$ cat config.mk
export PLATFORM = sky130hd
export DESIGN_NAME = uart_core
export DESIGN_NICKNAME = d
export VERILOG_FILES = /design/src/inc/uart_pkg.sv /design/src/rtl/uart_core.sv /design/src/rtl/rx_shifter.sv
export SDC_FILE = /design/constraint.sdc
export NUM_CORES = 1
export LEC_CHECK = 0
export BUFFER_PORTS_ARGS = -buffer_cell sky130_fd_sc_hd__buf_2
export CAP_MARGIN = 20
export CORE_MARGIN = 2
export CORE_UTILIZATION = 63
export DETAILED_ROUTE_END_ITERATION = 10
export PLACE_DENSITY_LB_ADDON = 0.2
export SLEW_MARGIN = 20
export SYNTH_ARGS = -nofsm -noshare
export SYNTH_HDL_FRONTEND = slang
export SYNTH_SLANG_ARGS = --single-unit
$ cat constraint.sdc
create_clock -name clk_in -period 5.8 [get_ports clk_in]
set_input_delay 1.16 -clock clk_in [delete_from_list [all_inputs] [get_ports clk_in]]
set_output_delay 1.16 -clock clk_in [all_outputs]
set_load 0.005 [all_outputs]
$ cat src/inc/uart_pkg.sv
// Package for the serial port data path and mode control.
// Assumes an 8-bit CPU register port with 16-bit addresses.
package uart_pkg;

  // ----------------------------------------------------------------------
  // Register addresses
  // ----------------------------------------------------------------------
  localparam logic [15:0] MODE_OFS   = 16'hff50;
  localparam logic [15:0] ERR_OFS    = 16'hff53;
  localparam logic [15:0] TXST_OFS   = 16'hff55;
  localparam logic [15:0] RXBUF_OFS  = 16'hff56;
  localparam logic [15:0] TXBUF_OFS  = 16'hff57;

  // ----------------------------------------------------------------------
  // Mode register fields
  // ----------------------------------------------------------------------
  localparam int POWER_BIT  = 7;
  localparam int TXE_BIT    = 6;
  localparam int RXE_BIT    = 5;
  localparam int PS_HI_BIT  = 4;
  localparam int PS_LO_BIT  = 3;
  localparam int CL_BIT     = 2;
  localparam int SL_BIT     = 1;
  localparam int ISRM_BIT   = 0;

  // Status fields
  localparam int TXBF_BIT   = 1;
  localparam int TXSF_BIT   = 0;
  localparam int PE_BIT     = 2;
  localparam int FE_BIT     = 1;
  localparam int OVE_BIT    = 0;

  // ----------------------------------------------------------------------
  // Reset values and encodings
  // ----------------------------------------------------------------------
  localparam logic [7:0] MODE_RST   = 8'h01;
  localparam logic [7:0] BUF_RST    = 8'hff;
  localparam logic [7:0] ZERO_BYTE  = 8'h00;
  localparam logic [1:0] PAR_NONE   = 2'h0;
  localparam logic [1:0] PAR_ZERO   = 2'h1;
  localparam logic [1:0] PAR_ODD    = 2'h2;
  localparam logic [1:0] PAR_EVEN   = 2'h3;

  // Base clocks per bit time
  localparam int OVS_DEF = 16;

endpackage : uart_pkg

$ cat src/rtl/uart_core.sv
// Serial port data path: mode register, receive and transmit buffers.
// Assumes the CPU port is synchronous to clk_in and that base_fall_in
// pulses for one cycle at each falling edge of the selected base clock.
//
// Notes on behaviour
// - Each finished character moves from the shift stage into the buffer unless it overruns.
// - Seven-bit LSB-first characters fill bits 0..6; bit 7 reads zero.
// - Seven-bit MSB-first characters fill bits 7..1; bit 0 reads zero.
// - On overrun the receive buffer keeps its old value.
// - Receive buffer is read-only and resets to all ones.
// - The receive shift stage parallelises the serial input, hidden.
// - Writing the transmit buffer starts sending; read/write, resets to ones.
// - First frame: buffer goes to the shifter at the first base clock falling edge after the write.
// - Back to back: next value loads just before the completion pulse.
// - Transfers and output bits happen on base clock falling edges.
// - Mode register takes bit and byte writes, resets to one.
// - Rewriting the mode register unchanged leaves traffic undisturbed.
// - Mode register field layout; clearing transmit enable resets transmit.
// - Clearing power enable stops and resets the internal circuit.
// - Clearing receive enable resets the receiver; setting enables it.
// - Parity select: none, zero, odd or even, both directions.
// - Length bit: clear gives seven bits, set gives eight.
`timescale 1ns/10ps
`default_nettype none
module uart_core #(
  parameter int OVS = uart_pkg::OVS_DEF
) (
  input  wire logic        clk_in,
  input  wire logic        rst_n_in,
  input  wire logic        ce_in,
  input  wire logic        base_fall_in,
  input  wire logic        msb_first_in,
  input  wire logic        tx_invert_in,
  input  wire logic [15:0] cpu_addr_in,
  input  wire logic        cpu_wr_in,
  input  wire logic        cpu_bit_wr_in,
  input  wire logic [2:0]  cpu_bit_idx_in,
  input  wire logic        cpu_bit_val_in,
  input  wire logic [7:0]  cpu_wdata_in,
  input  wire logic        cpu_rd_in,
  input  wire logic        serial_in_pin_in,
  output logic [7:0]       cpu_rdata_out,
  output logic             serial_out_pin_out,
  output logic             transmit_complete_irq_out,
  output logic             rx_done_irq_out,
  output logic             rx_error_irq_out
);
  localparam int CW = $clog2(OVS);
  localparam logic [CW-1:0] FULL = CW'(OVS - 1);

  initial
  begin
    if (OVS < 4 || OVS > 256)
      $error("OVS must lie between 4 and 256");
  end

  // ----------------------------------------------------------------------
  // Registers
  // ----------------------------------------------------------------------
  logic [7:0]     serial_operation_mode_r;
  logic [7:0]     receive_buffer_r;
  logic [7:0]     transmit_buffer_r;
  logic           rx_unread_r;
  logic           overrun_flag_r;
  logic           parity_err_r;
  logic           framing_err_r;
  logic           tx_buffer_full_flag_r;
  logic           tx_active_r;
  logic [11:0]    tx_frame_r;
  logic [3:0]     tx_left_r;
  logic [CW-1:0]  tx_cnt_r;
  logic           tx_line_r;
  logic           irq_pend_r;

  // ----------------------------------------------------------------------
  // Decode
  // ----------------------------------------------------------------------
  logic        power_enable;
  logic        transmit_enable;
  logic        receive_enable;
  logic [1:0]  parity_sel;
  logic        char_length_sel;
  logic        stop_bit_count_sel;
  logic        error_interrupt_routing;
  logic        tx_run;
  logic        rx_run;
  logic        sel_mode;
  logic        sel_err;
  logic        sel_txst;
  logic        sel_rxbuf;
  logic        sel_txbuf;
  logic        wr_txbuf;
  logic        rd_rxbuf;
  logic        rd_err;
  logic [7:0]  mode_nxt;
  logic [7:0]  rdata_nxt;
  logic [7:0]  err_status;
  logic [7:0]  tx_status;

  assign power_enable            = serial_operation_mode_r[uart_pkg::POWER_BIT];
  assign transmit_enable         = serial_operation_mode_r[uart_pkg::TXE_BIT];
  assign receive_enable          = serial_operation_mode_r[uart_pkg::RXE_BIT];
  assign parity_sel              = serial_operation_mode_r[uart_pkg::PS_HI_BIT:
                                                          uart_pkg::PS_LO_BIT];
  assign char_length_sel         = serial_operation_mode_r[uart_pkg::CL_BIT];
  assign stop_bit_count_sel      = serial_operation_mode_r[uart_pkg::SL_BIT];
  assign error_interrupt_routing = serial_operation_mode_r[uart_pkg::ISRM_BIT];
  // Power gates both engines; the enables are plain levels, so rewriting
  // the same mode value changes nothing downstream
  assign tx_run = power_enable & transmit_enable;
  assign rx_run = power_enable & receive_enable;

  assign sel_mode  = (cpu_addr_in == uart_pkg::MODE_OFS);
  assign sel_err   = (cpu_addr_in == uart_pkg::ERR_OFS);
  assign sel_txst  = (cpu_addr_in == uart_pkg::TXST_OFS);
  assign sel_rxbuf = (cpu_addr_in == uart_pkg::RXBUF_OFS);
  assign sel_txbuf = (cpu_addr_in == uart_pkg::TXBUF_OFS);
  assign wr_txbuf  = cpu_wr_in & sel_txbuf;
  assign rd_rxbuf  = cpu_rd_in & sel_rxbuf;
  assign rd_err    = cpu_rd_in & sel_err;

  // Byte write or single-bit write of the mode register
  always_comb
  begin
    mode_nxt = serial_operation_mode_r;
    if (cpu_wr_in && sel_mode)
      mode_nxt = cpu_wdata_in;
    else if (cpu_bit_wr_in && sel_mode)
      mode_nxt[cpu_bit_idx_in] = cpu_bit_val_in;
  end

  assign err_status = {5'h00, parity_err_r, framing_err_r, overrun_flag_r};
  assign tx_status  = {6'h00, tx_buffer_full_flag_r, tx_active_r};
  assign rdata_nxt  = sel_mode  ? serial_operation_mode_r :
                      sel_err   ? err_status :
                      sel_txst  ? tx_status :
                      sel_rxbuf ? receive_buffer_r :
                      sel_txbuf ? transmit_buffer_r : uart_pkg::ZERO_BYTE;

  // ----------------------------------------------------------------------
  // Receive path
  // ----------------------------------------------------------------------
  logic        rx_done;
  logic [7:0]  rx_data;
  logic        rx_perr;
  logic        rx_ferr;
  logic        overrun;
  logic        rx_any_err;

  rx_shifter #(
    .OVS (OVS)
  ) u_rx (
    .clk_in           (clk_in),
    .rst_n_in         (rst_n_in),
    .ce_in            (ce_in),
    .run_in           (rx_run),
    .tick_in          (base_fall_in),
    .serial_in_pin_in (serial_in_pin_in),
    .char8_in         (char_length_sel),
    .msb_first_in     (msb_first_in),
    .parity_sel_in    (parity_sel),
    .done_out         (rx_done),
    .data_out         (rx_data),
    .parity_err_out   (rx_perr),
    .framing_err_out  (rx_ferr)
  );

  // A read in the same cycle empties the buffer in time for the new byte
  assign overrun    = rx_done & rx_unread_r & ~rd_rxbuf;
  assign rx_any_err = overrun | rx_perr | rx_ferr;

  always_ff @(posedge clk_in)
  begin
    if (!rst_n_in || (ce_in && !power_enable))
    begin
      receive_buffer_r <= uart_pkg::BUF_RST;
      rx_unread_r      <= 1'b0;
      rx_done_irq_out  <= 1'b0;
      rx_error_irq_out <= 1'b0;
    end
    else if (ce_in)
    begin
      // Buffer has no write path from the CPU at all
      if (rx_done && !overrun)
        receive_buffer_r <= rx_data;
      rx_unread_r      <= (rx_done & ~overrun) | (rx_unread_r & ~rd_rxbuf);
      rx_done_irq_out  <= rx_done & (~rx_any_err | error_interrupt_routing);
      rx_error_irq_out <= rx_done & rx_any_err & ~error_interrupt_routing;
    end
  end

  // Error flags: a new error wins over the clearing read
  always_ff @(posedge clk_in)
  begin
    if (!rst_n_in || (ce_in && !rx_run))
    begin
      overrun_flag_r <= 1'b0;
      parity_err_r   <= 1'b0;
      framing_err_r  <= 1'b0;
    end
    else if (ce_in)
    begin
      overrun_flag_r <= overrun | (overrun_flag_r & ~rd_err);
      parity_err_r   <= (rx_done & rx_perr) | (parity_err_r & ~rd_err);
      framing_err_r  <= (rx_done & rx_ferr) | (framing_err_r & ~rd_err);
    end
  end

  // ----------------------------------------------------------------------
  // Transmit path
  // ----------------------------------------------------------------------
  logic [7:0]  tx_order;
  logic [7:0]  tx_data;
  logic        tx_par;
  logic        tx_par_on;
  logic [11:0] frame_nxt;
  logic [3:0]  left_nxt;
  logic        tx_step;
  logic        bit_end;
  logic        load_now;

  // MSB-first reverses the byte; seven-bit mode then sends bits 7..1
  genvar gi;
  generate
    for (gi = 0; gi < 8; gi++)
    begin : g_rev
      assign tx_order[gi] = msb_first_in ? transmit_buffer_r[7 - gi]
                                         : transmit_buffer_r[gi];
    end
  endgenerate

  assign tx_data   = char_length_sel ? tx_order
                                     : {1'b1, tx_order[6:0]};
  assign tx_par    = (parity_sel == uart_pkg::PAR_ZERO) ? 1'b0 :
                     (parity_sel == uart_pkg::PAR_ODD)
                       ? ~(^tx_data[6:0] ^ (char_length_sel & tx_data[7]))
                       : (^tx_data[6:0] ^ (char_length_sel & tx_data[7]));
  assign tx_par_on = (parity_sel != uart_pkg::PAR_NONE);

  // Frame after the start bit, stop bits padded with ones
  always_comb
  begin
    frame_nxt = {12{1'b1}};
    if (char_length_sel)
    begin
      frame_nxt[7:0] = tx_data;
      frame_nxt[8]   = tx_par_on ? tx_par : 1'b1;
    end
    else
    begin
      frame_nxt[6:0] = tx_data[6:0];
      frame_nxt[7]   = tx_par_on ? tx_par : 1'b1;
    end
  end

  // Bits still to go after the start bit: data, parity, stop
  assign left_nxt = 4'(4'h8 + {3'h0, char_length_sel} + {3'h0, tx_par_on}
                    + {3'h0, stop_bit_count_sel});

  assign tx_step  = ce_in & base_fall_in;
  assign bit_end  = tx_active_r & (tx_cnt_r == FULL);
  assign load_now = tx_step & tx_buffer_full_flag_r
                    & (~tx_active_r | (bit_end & (tx_left_r == 4'h0)));

  always_ff @(posedge clk_in)
  begin
    if (!rst_n_in)
      transmit_buffer_r <= uart_pkg::BUF_RST;
    else if (ce_in && wr_txbuf)
      transmit_buffer_r <= cpu_wdata_in;
  end

  always_ff @(posedge clk_in)
  begin
    if (!rst_n_in || (ce_in && !tx_run))
    begin
      tx_buffer_full_flag_r <= 1'b0;
      tx_active_r           <= 1'b0;
      tx_frame_r            <= {12{1'b1}};
      tx_left_r             <= 4'h0;
      tx_cnt_r              <= '0;
      tx_line_r             <= 1'b1;
      irq_pend_r            <= 1'b0;
    end
    else if (ce_in)
    begin
      // A write sets the full flag even in the cycle of a transfer
      tx_buffer_full_flag_r <= wr_txbuf | (tx_buffer_full_flag_r & ~load_now);
      irq_pend_r            <= 1'b0;
      if (tx_step && tx_active_r)
        tx_cnt_r <= bit_end ? '0 : CW'(tx_cnt_r + 1'b1);
      if (load_now)
      begin
        tx_frame_r  <= frame_nxt;
        tx_left_r   <= left_nxt;
        tx_cnt_r    <= '0;
        tx_line_r   <= 1'b0;
        tx_active_r <= 1'b1;
        irq_pend_r  <= tx_active_r;
      end
      else if (tx_step && bit_end)
      begin
        if (tx_left_r == 4'h0)
        begin
          tx_active_r <= 1'b0;
          irq_pend_r  <= 1'b1;
        end
        else
        begin
          tx_line_r  <= tx_frame_r[0];
          tx_frame_r <= {1'b1, tx_frame_r[11:1]};
          tx_left_r  <= 4'(tx_left_r - 1'b1);
        end
      end
    end
  end

  // ----------------------------------------------------------------------
  // Outputs
  // ----------------------------------------------------------------------
  always_ff @(posedge clk_in)
  begin
    if (!rst_n_in)
    begin
      serial_operation_mode_r   <= uart_pkg::MODE_RST;
      cpu_rdata_out             <= uart_pkg::ZERO_BYTE;
      serial_out_pin_out        <= 1'b1;
      transmit_complete_irq_out <= 1'b0;
    end
    else if (ce_in)
    begin
      serial_operation_mode_r   <= mode_nxt;
      cpu_rdata_out             <= cpu_rd_in ? rdata_nxt : cpu_rdata_out;
      // Idle and stopped lines rest high, flipped only by inversion
      serial_out_pin_out        <= (tx_run ? tx_line_r : 1'b1)
                                   ^ tx_invert_in;
      transmit_complete_irq_out <= irq_pend_r;
    end
  end

endmodule : uart_core
`default_nettype wire

$ cat src/rtl/rx_shifter.sv
// Receive shift stage: samples the serial input and packs one character.
// Assumes tick_in marks base clock falling edges, OVS of them per bit.
`timescale 1ns/10ps
`default_nettype none
module rx_shifter #(
  parameter int OVS = uart_pkg::OVS_DEF
) (
  input  wire logic       clk_in,
  input  wire logic       rst_n_in,
  input  wire logic       ce_in,
  input  wire logic       run_in,
  input  wire logic       tick_in,
  input  wire logic       serial_in_pin_in,
  input  wire logic       char8_in,
  input  wire logic       msb_first_in,
  input  wire logic [1:0] parity_sel_in,
  output logic            done_out,
  output logic [7:0]      data_out,
  output logic            parity_err_out,
  output logic            framing_err_out
);
  localparam int CW = $clog2(OVS);
  localparam logic [CW-1:0] HALF = CW'(OVS / 2 - 1);
  localparam logic [CW-1:0] FULL = CW'(OVS - 1);

  typedef enum logic [2:0] {RX_IDLE, RX_START, RX_DATA, RX_PARITY, RX_STOP}
    rx_state_e;

  rx_state_e       state_r;
  logic [CW-1:0]   cnt_r;
  logic [2:0]      bit_idx_r;
  logic            par_r;
  logic [2:0]      last_idx;
  logic [2:0]      pos;
  logic            at_full;
  logic            par_bad;
  logic            step;

  // ----------------------------------------------------------------------
  // Decode
  // ----------------------------------------------------------------------
  assign step     = ce_in & tick_in;
  assign at_full  = (cnt_r == FULL);
  assign last_idx = char8_in ? 3'h7 : 3'h6;
  // 7-bit characters land in 0..6 or 7..1, leaving the other end zero
  assign pos      = msb_first_in ? 3'(3'h7 - bit_idx_r) : bit_idx_r;
  assign par_bad  = (parity_sel_in == uart_pkg::PAR_ODD)
                      ? ~(par_r ^ serial_in_pin_in)
                      : (parity_sel_in == uart_pkg::PAR_EVEN)
                        & (par_r ^ serial_in_pin_in);

  // ----------------------------------------------------------------------
  // Frame sequencer
  // ----------------------------------------------------------------------
  always_ff @(posedge clk_in)
  begin
    if (!rst_n_in || (ce_in && !run_in))
    begin
      state_r         <= RX_IDLE;
      cnt_r           <= '0;
      bit_idx_r       <= 3'h0;
      par_r           <= 1'b0;
      data_out        <= uart_pkg::BUF_RST;
      done_out        <= 1'b0;
      parity_err_out  <= 1'b0;
      framing_err_out <= 1'b0;
    end
    else if (ce_in)
    begin
      done_out <= 1'b0;
      if (step)
      begin
        cnt_r <= at_full ? '0 : CW'(cnt_r + 1'b1);
        case (state_r)
          RX_IDLE:
          begin
            cnt_r <= '0;
            if (!serial_in_pin_in)
              state_r <= RX_START;
          end
          RX_START:
            if (cnt_r == HALF)
            begin
              cnt_r     <= '0;
              // A glitch shorter than half a bit is no start bit
              state_r   <= serial_in_pin_in ? RX_IDLE : RX_DATA;
              bit_idx_r <= 3'h0;
              par_r     <= 1'b0;
              data_out  <= uart_pkg::ZERO_BYTE;
            end
          RX_DATA:
            if (at_full)
            begin
              data_out[pos] <= serial_in_pin_in;
              par_r         <= par_r ^ serial_in_pin_in;
              bit_idx_r     <= 3'(bit_idx_r + 1'b1);
              if (bit_idx_r == last_idx)
                state_r <= (parity_sel_in == uart_pkg::PAR_NONE)
                             ? RX_STOP : RX_PARITY;
            end
          RX_PARITY:
            if (at_full)
            begin
              parity_err_out <= par_bad;
              state_r        <= RX_STOP;
            end
          RX_STOP:
            if (at_full)
            begin
              // Only the first stop bit is checked
              framing_err_out <= ~serial_in_pin_in;
              done_out        <= 1'b1;
              state_r         <= RX_IDLE;
            end
          default:
            state_r <= RX_IDLE;
        endcase
        if (state_r == RX_START && cnt_r == HALF)
          parity_err_out <= 1'b0;
      end
    end
  end

endmodule : rx_shifter
`default_nettype wire

* After elaboration in Yosys (flattened, before gate mapping)
Index checks and enable logic that the tools add are counted.
** Operators by class
- Add/sub/neg operators :: 8
- Reduce and logical (&&, ||, !) cells :: 43
- Multiplexer cells :: 76
- $lt $le $gt $ge :: 4
- Bitwise gates (word level) :: 47
- Equal/unequal tests :: 23
** Operators by type and width (count)
- $mux W8 :: 11
- $eq A16 B16 Y1 const B :: 5
- $mux W12 :: 3
- $mux W1 :: 34
- $mux W4 :: 8
- $mux W3 :: 10
- $and A1 B1 Y1 :: 25
- $bwmux W8 :: 2
- $pmux W8 S2 :: 1
- $reduce_bool A2 Y1 :: 8
- $pmux W3 S5 :: 1
- $logic_and A1 B1 Y1 :: 12
- $ne A2 B1 Y1 const B :: 5
- $not A1 Y1 :: 10
- $reduce_and A2 Y1 :: 5
- $or A1 B1 Y1 :: 9
- $add A4 B1 Y4 :: 2
- $add A4 B1 Y4 const B :: 2
- $eq A4 B4 Y1 const B :: 2
- $lt A3 B4 Y1 const B :: 2
- $pmux W4 S2 :: 1
- $reduce_and A4 Y1 :: 2
- $reduce_and A8 Y1 :: 1
- $reduce_xor A7 Y1 :: 1
- 25 further kinds :: 39
** Word-level totals
- Output and inout port bits :: 12
- Register bits after elaboration :: 86
- Logic and storage cells :: 228

* Logic depth before layout (Yosys ltp)
Gate-level depths: netlist (run 1).
- Depth after elaboration :: 10
- Depth in mapped cells :: 9
- Gate-level depth less buffers :: 8

* Cells and area by module
A second synthesis (run 1) with hierarchy kept.
** Unflattened totals
- Cells, all modules :: 574
- Area, all modules :: 4468.0 um^2
** By module, submodules not included
- uart_core :: cells each 407, area an instance 3229.3 um^2, times used 1
- rx_shifter :: cells each 167, area an instance 1238.7 um^2, times used 1

* Worst setup path after synthesis (run 1)
OpenSTA, ideal clock, no wires.
- Path kind :: input-to-reg
- From :: in msb_first_in
- To :: reg tx_frame_r[7]
- Setup slack :: 3.113 ns
- Data required time :: 5.676 ns
- Path buffers :: 0
- Stages on the path :: 6
- Arrival :: 2.562 ns
- Cell sequence :: mux2_2 o211ai_1 xnor3_1 nand2_1 xor2_1 a2111o_1
** On the way
- Word-level cells in the longest chain between the ends :: 10
- Elaborated cells between the ends (all ways) :: 18
- Those cells by class :: 14 x mux; 3 x bitwise; 1 x reduce/logical
** RTL lines
- start: declaration :: RTL line uart_core.sv:32 : input wire logic msb_first_in,
- $mux W1 :: RTL line uart_core.sv:227 : assign tx_order[gi] = msb_first_in ? transmit_buffer_r[7 - gi]
- $mux W8 (*) :: RTL line uart_core.sv:232 : assign tx_data = char_length_sel ? tx_order
- $reduce_xor A7 Y1 / $and A1 B1 Y1 (equally long branches) :: RTL line uart_core.sv:236, uart_core.sv:237
- $xor A1 B1 Y1 :: RTL line uart_core.sv:236, uart_core.sv:237
- $not A1 Y1 :: RTL line uart_core.sv:236 : ? ~(^tx_data[6:0] ^ (char_length_sel & tx_data[7]))
- $mux W1 :: RTL line uart_core.sv:236
- $mux W1 :: RTL line uart_core.sv:234 : assign tx_par = (parity_sel == uart_pkg::PAR_ZERO) ? 1'b0 :
- $mux W1 :: RTL line uart_core.sv:252 : frame_nxt[7] = tx_par_on ? tx_par : 1'b1;
- $mux W8 (*) :: RTL line uart_core.sv:244 : if (char_length_sel)
- $mux W12 (*) :: RTL line uart_core.sv:292 : if (load_now)
- end signal: assignment :: RTL line uart_core.sv:279 : tx_frame_r <= {12{1'b1}};
- end signal: assignment :: RTL line uart_core.sv:294 : tx_frame_r <= frame_nxt;
- end signal: assignment :: RTL line uart_core.sv:311 : tx_frame_r <= {1'b1, tx_frame_r[11:1]};
- end: declaration :: RTL line uart_core.sv:69 : logic [11:0] tx_frame_r;
Every way passes the cells marked *; elsewhere a longest branch is shown, timed or not.
A chain may end at the register's enable or synchronous reset.

* Worst setup path after layout (run 1)
- From :: in ce_in
- To :: reg tx_frame_r[7]
** On the way
- Word-level cells in the longest chain between the ends :: 5
- Elaborated cells between the ends (all ways) :: 10
- Those cells by class :: 1 x eq/ne; 1 x mux; 3 x bitwise; 5 x reduce/logical
** RTL lines
- start: declaration :: RTL line uart_core.sv:30 : input wire logic ce_in,
- $and A1 B1 Y1 :: RTL line uart_core.sv:260 : assign tx_step = ce_in & base_fall_in;
- $and A1 B1 Y1 :: RTL line uart_core.sv:262 : assign load_now = tx_step & tx_buffer_full_flag_r
- $and A1 B1 Y1 :: RTL line uart_core.sv:263 : & (~tx_active_r | (bit_end & (tx_left_r == 4'h0)));
- $ne A2 B2 Y1 (no source line) / $reduce_bool A2 Y1 (equally long branches)
- $reduce_and A3 Y1 (no source line)
Parallel ways exist; a longest one is shown, timed or not.

==> flow_summary.yaml, run 1 <==
synthesis:
  ys_seq_area_frac: 0.387
  synthTopCellsByArea: "dfxtp_1 39%, nand2_1 6.5%, a21oi_1 5.2%"
  syn-cell-area_um2: 4290
  synthArstFlopShare: 0
  syn_area_per_cell_um2: 7.95
  synth_warnings: 0
  synth_ff_type: "dfxtp_1"
  synth_cell_types: 55
  yosys.area.top_type_share: 0.387
  synth_fp_nets: 583
  synth_top_cell_by_area: "dfxtp_1"
  synth_seq_cells: 83
  synth_edf_count: 0
  netlist_instances: 540
layout:
  area_growth_syn_to_layout_pct: 9.27
  diodes: 0
  n_fill_cell: 553
  drive_gt1_frac: 0.128
  nets: 615
  final_common_cell: "dfxtp_1"
  final_cell_mix: "83 x dfxtp_1, 74 x nand2_1, 51 x nor2_1, 49 x buf_2, 45 x a21oi_1"
  postLayoutCoreUtil: 0.702
power_and_ir_drop:
  p_comb_frac: 0.065
  cellLeakagePower_nw: 1.83
  power_frac_seq: 0.576
  p_int_w: 0.000759
  power.density_nw_per_um2: 212
  p_sw_frac: 0.238
  power.switching_w: 0.000237
  clock_power_share: 0.359
  peakVddDrop_uv: 149
cts:
  cts_tree: "yes"
  cts_root_buf: "clkbuf_8"
  cts_max_level: 3
  hold_buffers: 0
  cts_sinks: 83
  clkTransAtPathRegs_ns: 0.08
  postCtsSetupRepairBufs: 0
  cts_buffer_depth: 2
  cts-resized-gates: 0
  insertion_delay_ns: 0.35
  cts_buffers: 9
timing:
  post-route-period-util: 0.531
  grt_setup_unrepaired: "no"
  slew_headroom: 0.336
  final.setup.tns_ns: 0
  period_needed_ns: 3.08
  hold_violations: 0
  max_freq_mhz: 325
  setup_violations: 0
  worst_clock_skew_ns: 0.00844
  slew_viol_final: 0
  tightest_slew_ns: 0.992
drt:
  routed.top_layer: "met4"
  first_iter_violations: 383
  dr_wl_met3_um: 702
  postRouteWirelength_um: 10500
  via_per_inst: 6.23
  drt_pass1_iterations: 5
  vias: 4088
  wl_per_cell_um: 16.0
  drc: 0
  drtAntennaViolNets: 0
  wl_met2_um: 4860
  drt-met1-wl_um: 4690
critical_path:
  reg2reg_depth: 6
  worst-setup-path-type: "in2reg"
  slowest_delay_ns: 0.68
  crit_buf_inv: 1
  cpMaxStageDelayCell: "nor3_2"
  ff2ff_setup_slack_ns: 3.48
  crit_required_ns: 6.03
  r2r-start: "tx_cnt_r[0]"
  crit_chain: "buf_2, and2_1, nand2_1, nor3_2, nand2b_1, a21oi_1, a2111o_1"
  worstPathMaxFanout: 15
  critPathTopFamily: "simple AND/OR/NAND/NOR gates"
  worst_setup_path_start_kind: "primary input"
  cp_data_arrival_time_ns: 3.31
  reg2reg_to: "tx_buffer_full_flag_r"
  endpoint_kind: "flip-flop"
global_route:
  grt_pass1_wl_um: 16600
  grt_max_degree: 25
  grtUsageTotal: 0.280
  grt_pass1_vias: 3563
  grt.overflow.total: 0
  antenna_found_initial: 0
die:
  die_w_um: 86.5
  io_pins: 50
  coreArea_um2: 6680
  dieArea_um2: 7490
  die_h_um: 86.5
  start_util: 0.642
  placementRows: 30
placement:
  port-buffer-count: 49
  gp_congestion: 0.892
  dp_hpwl_um: 7620
job:
  cap_violations: 0
outcome:
  status: "finished, final reports clean"
min_path:
  min_path_cells: 2
  hold_class: "reg2reg"
  min_from: "tx_frame_r[0]"
  min_delay_worst_endpoint: "tx_frame_r[0]"
synth_stat cells (all sizes together) (2+ instances only):
cell type / instances
mux2i: 22
nor3: 15
or3: 2
mux2: 2
a211oi: 10
nor4: 4
dfxtp: 83
nand4b: 3
a21oi: 45
clkbuf: 21
a221oi: 2
xnor3: 2
nand2: 74
nor2: 52
xor2: 9
nand2b: 10
a22oi: 5
nand4: 7
a2111o: 2
nor3b: 3
xnor2: 3
o32a: 2
o22ai: 10
ha: 4
and2: 5
or2: 3
inv: 11
buf: 7
nand3: 27
a222oi: 5
o21ai: 44
nand3b: 4
o211ai: 15
nor2b: 3
a31oi: 3
and3: 5
o21a: 6
layout make-up:
class,instances,area (um^2),share of cell area
multi-input cells,417,2480,0.528
clock buffers,12,145,0.0309
well taps,80,100,0.0213
flip-flops and latches,83,1660,0.354
repair buffers,49,245,0.0523
inverters,12,45.0,0.00961
clock inverters,3,15.0,0.00320
sequential cells by signal, indices dropped and copies added, names as in the netlist, 3 cells and up:
| signal | flops |
|---|---|
| u_rx.cnt_r | 4 |
| tx_frame_r | 9 |
| transmit_buffer_r | 8 |
| u_rx.state_r | 3 |
| serial_operation_mode_r | 8 |
| u_rx.data_out | 8 |
| tx_cnt_r | 4 |
| receive_buffer_r | 8 |
| u_rx.bit_idx_r | 3 |
| cpu_rdata_out | 8 |
| tx_left_r | 4 |
stage by stage:
step           area [um^2]  std cells  hold slack (ns)  power [W]  setup WS, ns
2_1_floorplan         4290        540            0.422   0.000624          3.11
3_3_place_gp          4530        641            0.449   0.000649          2.48
3_5_place_dp          4530        641            0.446   0.000650          2.41
4_1_cts               4690        656            0.460   0.000999          2.77
5_1_grt               4690        656            0.474    0.00103          2.49
6_report              4690        656            0.457   0.000996          2.72
logic make-up (layout without fill, tap and decap cells):
logic type / after synthesis / count (layout) / synth area share
multiplexers: 24 / 24 / 0.0574
buffers and inverters: 40 / 76 / 0.0364
flip-flops: 83 / 83 / 0.387
adder cells (fa/ha/maj): 5 / 5 / 0.0163
AND/OR/NAND/NOR: 220 / 220 / 0.246
AO/OA/AOI/OAI: 154 / 154 / 0.222
XOR/XNOR: 14 / 14 / 0.0350
worst max path at each step:
stage                 start  depth (start not counted)             to  slack, ns
6_report              ce_in                          7  tx_frame_r[7]       2.72
5_1_grt               ce_in                          7  tx_frame_r[1]       2.49
4_1_cts               ce_in                          7  tx_frame_r[7]       2.77
3_5_place_dp          ce_in                          7  tx_frame_r[7]       2.41
3_3_place_gp          ce_in                          7  tx_frame_r[7]       2.48
2_1_floorplan  msb_first_in                          6  tx_frame_r[7]       3.11
layer usage:
metal,vias to the layer above,GRT usage
met4,0,0.108
met2,149,0.441
met3,26,0.0429
li1,2018,-
met1,1895,0.389
met5,-,0
power groups by stage:
| stage | Clock (W) | Sequential [W] | Combinational (W) |
|---|---|---|---|
| global route | 0.000386 | 0.000574 | 0.0000718 |
| floorplan | 0 | 0.000587 | 0.0000369 |
| finish | 0.000358 | 0.000574 | 0.0000652 |
| detailed placement | 0 | 0.000587 | 0.0000634 |
| global placement | 0 | 0.000587 | 0.0000622 |
| CTS | 0.000361 | 0.000574 | 0.0000641 |
worst reg2reg max path: stages, from the launching register on:
cell and delay, ns:
dfxtp_1 0.41, ha_1 0.24, nand3_1 0.20, o41ai_1 0.43, nand3_1 0.40, nand2_1 0.37, o22ai_1 0.13
No activity file was read; power rests on OpenSTA's default activity.
==> run 2: changes to the inputs <==
--- a/config.mk
+++ b/config.mk
@@ -8,7 +8,7 @@
 export BUFFER_PORTS_ARGS = -buffer_cell sky130_fd_sc_hd__buf_2
 export CAP_MARGIN = 20
 export CORE_MARGIN = 2
-export CORE_UTILIZATION = 63
+export CORE_UTILIZATION = 53
 export DETAILED_ROUTE_END_ITERATION = 10
 export PLACE_DENSITY_LB_ADDON = 0.2
 export SLEW_MARGIN = 20
==> constraint.sdc (replaced) <==
create_clock -name clk_in -period 2.77 [get_ports clk_in]
set_input_delay 0.554 -clock clk_in [delete_from_list [all_inputs] [get_ports clk_in]]
set_output_delay 0.554 -clock clk_in [all_outputs]
set_load 0.005 [all_outputs]
==> run 2 against run 1 <==
  * Global-route usage shrank 1.7 points
  * Via count shrank 0.49%
  * Critical path depth is the same
  * Critical path type is now reg2reg
  * Routed wire length grew 5.7%
  * Clock skew shrank 0.0013 ns
  * Register-to-register slack lost 3.0 ns
  * Non-clock buffer count grew 10
  * Largest cell class unchanged
  * Clock-buffer cell count is the same
==> flow_summary.yaml, run 2 (synthesized netlist as in run 1, its figures left out) <==
outcome:
  status: "finished, final reports clean"
timing:
  period_needed_ns: 2.32
  setup_slack_ns: 0.447
  final.setup.tns_ns: 0
  worst_clock_skew_ns: 0.00716
  post-route-period-util: 0.838
  slew_headroom: 0.355
  max_freq_mhz: 431
  hold_violations: 0
  setup_violations: 0
  slew_viol_final: 0
  tightest_slew_ns: 0.963
  grt_setup_unrepaired: "no"
drt:
  drt_pass1_iterations: 5
  drc: 0
  postRouteWirelength_um: 11100
  vias: 4068
  drtAntennaViolNets: 0
  first_iter_violations: 275
  via_per_inst: 5.90
  wl_per_cell_um: 16.1
cts:
  hold_buffers: 0
  cts_sinks: 83
  cts_tree: "yes"
  cts_buffer_depth: 2
  cts_buffers: 9
  insertion_delay_ns: 0.35
  clkTransAtPathRegs_ns: 0.08
  postCtsSetupRepairBufs: 0
  cts_max_level: 3
  cts-resized-gates: 0
  cts_root_buf: "clkbuf_8"
global_route:
  grt_max_degree: 25
  grtUsageTotal: 0.263
  grt_pass1_vias: 3660
  grt.overflow.total: 0
  grt_pass1_wl_um: 18200
  antenna_found_initial: 0
critical_path:
  worst_setup_path_start_kind: "flip-flop"
  reg2reg_depth: 7
  cp_data_arrival_time_ns: 2.53
  reg2reg_to: "u_rx.data_out[0]"
  worst-setup-path-type: "reg2reg"
  endpoint: "u_rx.data_out[0]"
  endpoint_kind: "flip-flop"
  cp-startpoint: "u_rx.cnt_r[0]"
  worstPathMaxFanout: 12
  crit_required_ns: 2.98
  ff2ff_setup_slack_ns: 0.45
  r2r-start: "u_rx.cnt_r[0]"
layout:
  diodes: 0
  final_cell_mix: "83 x dfxtp_1, 74 x nand2_1, 51 x nor2_1, 49 x buf_2, 45 x a21oi_1"
  area_growth_syn_to_layout_pct: 12.4
  nets: 625
  largest_reg_flops: 9
  largest-register: "tx_frame_r"
  final_common_cell: "dfxtp_1"
  drive_gt1_frac: 0.143
die:
  io_pins: 50
  coreArea_um2: 7770
  placementRows: 32
  dieArea_um2: 8830
  die_h_um: 94.0
  die_w_um: 94.0
  start_util: 0.553
power_and_ir_drop:
  power.density_nw_per_um2: 460
  power.switching_w: 0.000522
  cellLeakagePower_nw: 1.89
  p_int_w: 0.00169
  p_sw_frac: 0.236
  power_frac_seq: 0.542
  clock_power_share: 0.394
  p_comb_frac: 0.064
  peakVddDrop_uv: 297
min_path:
  min_from: "cpu_wdata_in[3]"
  hold_class: "in2reg"
placement:
  gp_congestion: 0.859
  dp_hpwl_um: 8120
  port-buffer-count: 49
  place_worst_setup_slack_ns: 0.269
job:
  cap_violations: 0
run 2: stage by stage:
stage          instance area (um^2)  std cells  hold slack (ns)  power [W]  utilization
2_1_floorplan                  4290        540            0.422    0.00131            -
3_3_place_gp                   4630        673            0.433    0.00137        0.596
3_5_place_dp                   4630        673            0.432    0.00137        0.596
4_1_cts                        4820        689            0.426    0.00223        0.621
5_1_grt                        4820        689            0.451    0.00229        0.621
6_report                       4820        689            0.434    0.00222        0.621
run 2: final cells by class:
type	instances	area, um^2
repair buffers	59	320
multi-input cells	417	2470
well taps	102	128
clock buffers	12	145
flip-flops and latches	83	1660
fillers	731	2950
clock inverters	4	48.8
inverters	12	45.0
run 2: worst min-delay path by stage:
| stage | endpoint | slack [ns] | cells after the start |
|---|---|---|---|
| 2_1_floorplan | tx_frame_r[0] | 0.42 | 2 |
| 3_3_place_gp | tx_frame_r[0] | 0.43 | 2 |
| 3_5_place_dp | tx_frame_r[0] | 0.43 | 2 |
| 4_1_cts | transmit_buffer_r[3] | 0.43 | 3 |
| 5_1_grt | transmit_buffer_r[2] | 0.45 | 3 |
| 6_report | transmit_buffer_r[3] | 0.43 | 3 |
run 2: worst max-delay path: stages (launching register included):
cell and delay (ns):
dfxtp_1 0.39, ha_1 0.26, nand3_1 0.14, nor4_1 0.52
o21a_1 0.48, nand2_1 0.16, nand3_1 0.12, o211ai_1 0.11
run 2: power groups by stage:
| stage | Clock, W | Combinational (W) | Sequential, W |
|---|---|---|---|
| floorplan | 0 | 0.0000772 | 0.00123 |
| global placement | 0 | 0.000138 | 0.00123 |
| detailed placement | 0 | 0.000140 | 0.00123 |
| CTS | 0.000883 | 0.000141 | 0.00120 |
| global route | 0.000933 | 0.000157 | 0.00120 |
| finish | 0.000873 | 0.000143 | 0.00120 |
run 2: routing by layer:
metal	vias up	wire length, um	GRT usage
met3	23	472	0.0409
met5	-	0	0
met4	0	267	0.0990
met2	110	5030	0.408
li1	2038	-	-
met1	1897	5300	0.369
==> run 3: changes to the inputs <==
--- a/config.mk
+++ b/config.mk
@@ -5,10 +5,11 @@
 export SDC_FILE = /design/constraint.sdc
 export NUM_CORES = 1
 export LEC_CHECK = 0
+export ABC_AREA = 1
 export BUFFER_PORTS_ARGS = -buffer_cell sky130_fd_sc_hd__buf_2
 export CAP_MARGIN = 20
 export CORE_MARGIN = 2
-export CORE_UTILIZATION = 53
+export CORE_UTILIZATION = 59
 export DETAILED_ROUTE_END_ITERATION = 10
 export PLACE_DENSITY_LB_ADDON = 0.2
 export SLEW_MARGIN = 20
==> constraint.sdc (replaced) <==
create_clock -name clk_in -period 2.4 [get_ports clk_in]
set_input_delay 0.48 -clock clk_in [delete_from_list [all_inputs] [get_ports clk_in]]
set_output_delay 0.48 -clock clk_in [all_outputs]
set_load 0.005 [all_outputs]
==> run 3 against run 2 <==
  * Die area fell by 4.3%
  * Cell count up 20%
  * Worst hold slack lost 0.012 ns
  * Final area up 5.2%
  * Largest power group unchanged
==> flow_summary.yaml, run 3 <==
critical_path:
  cp_data_arrival_time_ns: 2.29
  worst-setup-path-type: "reg2reg"
  endpoint_kind: "flip-flop"
  crit_required_ns: 2.62
  worst_setup_path_start_kind: "flip-flop"
  worstPathMaxFanout: 12
power_and_ir_drop:
  clock_power_share: 0.381
  p_comb_frac: 0.076
  p_sw_frac: 0.241
  power.density_nw_per_um2: 504
  power_frac_seq: 0.543
  p_int_w: 0.00194
  peakVddDrop_uv: 289
  power.switching_w: 0.000615
  cellLeakagePower_nw: 2.35
job:
  cap_violations: 0
cts:
  cts_sinks: 83
  cts_buffers: 9
  hold_buffers: 0
  cts_buffer_depth: 2
  cts_tree: "yes"
  postCtsSetupRepairBufs: 0
  insertion_delay_ns: 0.35
  clkTransAtPathRegs_ns: 0.08
  cts-resized-gates: 0
  cts_max_level: 3
  cts_root_buf: "clkbuf_8"
timing:
  worst_clock_skew_ns: 0.0136
  setup_violations: 0
  grt_setup_unrepaired: "no"
  hold_violations: 0
  slew_headroom: 0.691
  setup_slack_ns: 0.332
  slew_viol_final: 0
  final.setup.tns_ns: 0
  tightest_slew_ns: 0.463
  post-route-period-util: 0.862
  hold_slack_ns: 0.422
  period_needed_ns: 2.07
  max_freq_mhz: 483
synthesis:
  synth_edf_count: 0
  yosys.area.top_type_share: 0.364
  synth_mux_area_frac: 0
  synth_top_family_by_area: "simple AND/OR/NAND/NOR gates"
  synth_top_cell_by_area: "dfxtp_1"
  synth-compound-area-share: 0.186
  synthAdderAreaFrac: 0.0154
  ys_top_cells_by_count: "169 x nand2_1, 83 x dfxtp_1, 82 x inv_1, 57 x nand3_1, 49 x nor2_1"
  synth_fp_nets: 712
  post_synth_xor_area_fraction: 0.0154
  ys_seq_area_frac: 0.364
  syn-cell-area_um2: 4560
  synthArstFlopShare: 0
  synth_seq_cells: 83
  synth_ff_type: "dfxtp_1"
  synth-simple-area-share: 0.328
  yosys.cell_count.top_type: "nand2_1"
  netlist_instances: 669
  synth_cell_types: 37
  syn_area_per_cell_um2: 6.82
  synth_warnings: 0
  synthTopCellsByArea: "dfxtp_1 36%, nand2_1 14%, inv_1 6.7%"
layout:
  multi_input_area_um2: 2480
  diodes: 0
  n_fill_cell: 685
  nets: 764
  largest-register: "tx_frame_r"
  final_common_cell: "nand2_1"
  drive_gt1_frac: 0.144
  area_growth_syn_to_layout_pct: 11.3
  seqCellArea_um2: 1660
  largest_reg_flops: 9
  final_cell_mix: "169 x nand2_1, 83 x dfxtp_1, 82 x inv_1, 57 x nand3_1"
  fin_cells: 826
die:
  die_h_um: 91.9
  placementRows: 32
  coreArea_um2: 7610
  start_util: 0.600
  dieArea_um2: 8450
  io_pins: 50
  die_w_um: 91.9
drt:
  postRouteWirelength_um: 12100
  first_iter_violations: 288
  wl_per_cell_um: 14.6
  drt_pass1_iterations: 5
  via_per_inst: 5.74
  drtAntennaViolNets: 0
  vias: 4739
  drc: 0
global_route:
  grt_pass1_wl_um: 20400
  grt_max_degree: 25
  grt.overflow.total: 0
  antenna_found_initial: 0
  grtUsageTotal: 0.301
  grt_pass1_vias: 4457
placement:
  port-buffer-count: 49
  place_worst_setup_slack_ns: 0.165
  gp_congestion: 0.878
  dp_hpwl_um: 9240
  dp_cells: 812
outcome:
  status: "finished, final reports clean"
min_path:
  hold_class: "in2reg"
[run 3: power by group through the flow]
stage | Clock (W) | Sequential, W | Combinational, W
3_3_place_gp | 0 | 0.00142 | 0.000188
6_report | 0.000974 | 0.00139 | 0.000195
5_1_grt | 0.00105 | 0.00139 | 0.000216
4_1_cts | 0.000988 | 0.00139 | 0.000192
3_5_place_dp | 0 | 0.00142 | 0.000192
2_1_floorplan | 0 | 0.00142 | 0.000114
[run 3: kinds of logic after synthesis]
family / after synthesis
AOI/OAI and AO/OA: 138
xor gates and xnor gates: 8
adders and majority gates: 5
buffers and inverters: 103
DFF: 83
and+or+nand+nor: 332
[run 3: area by class of cell]
class | instances | area share
timing repair buffer | 54 | 0.0557
clock buffer | 11 | 0.0279
clock inverter | 3 | 0.00789
inverter | 90 | 0.0666
tap | 102 | 0.0251
multi-input combinational | 483 | 0.489
sequential | 83 | 0.327
[run 3: path summary, 6_finish.rpt]
| path | start | to | slack (ns) | depth (start not counted) |
|---|---|---|---|---|
| setup / recovery | u_rx.cnt_r[0] | u_rx.data_out[0] | 0.33 | 10 |
| hold / removal | tx_invert_in | serial_out_pin_out | 0.42 | 3 |
| hold reg to reg | framing_err_r | framing_err_r | 0.47 | 2 |
| setup reg to reg | u_rx.cnt_r[0] | u_rx.data_out[0] | 0.33 | 10 |
[run 3: through the flow]
stage	utilization	total power, W	instance area [um^2]
2_1_floorplan	-	0.00154	4560
3_3_place_gp	0.643	0.00161	4890
3_5_place_dp	0.643	0.00161	4890
4_1_cts	0.667	0.00257	5070
5_1_grt	0.667	0.00266	5070
6_report	0.667	0.00256	5070
[run 3: critical path: stages (launching register included)]
cell     delay (ns)
dfxtp_1        0.38
ha_1           0.19
nand2_1        0.08
inv_1          0.08
nand2_1        0.08
nor2_2         0.14
nor2_1         0.07
nor2_2         0.40
nand2_2        0.22
a31oi_1        0.20
o21ai_0        0.11
[run 3: routing by layer]
layer  GRT usage  vias up  share of wire
li1            -     2344              -
met1       0.384     2196           0.42
met2       0.504      172           0.49
met3      0.0575       27          0.063
met4       0.117        0          0.029
met5           0        -              0
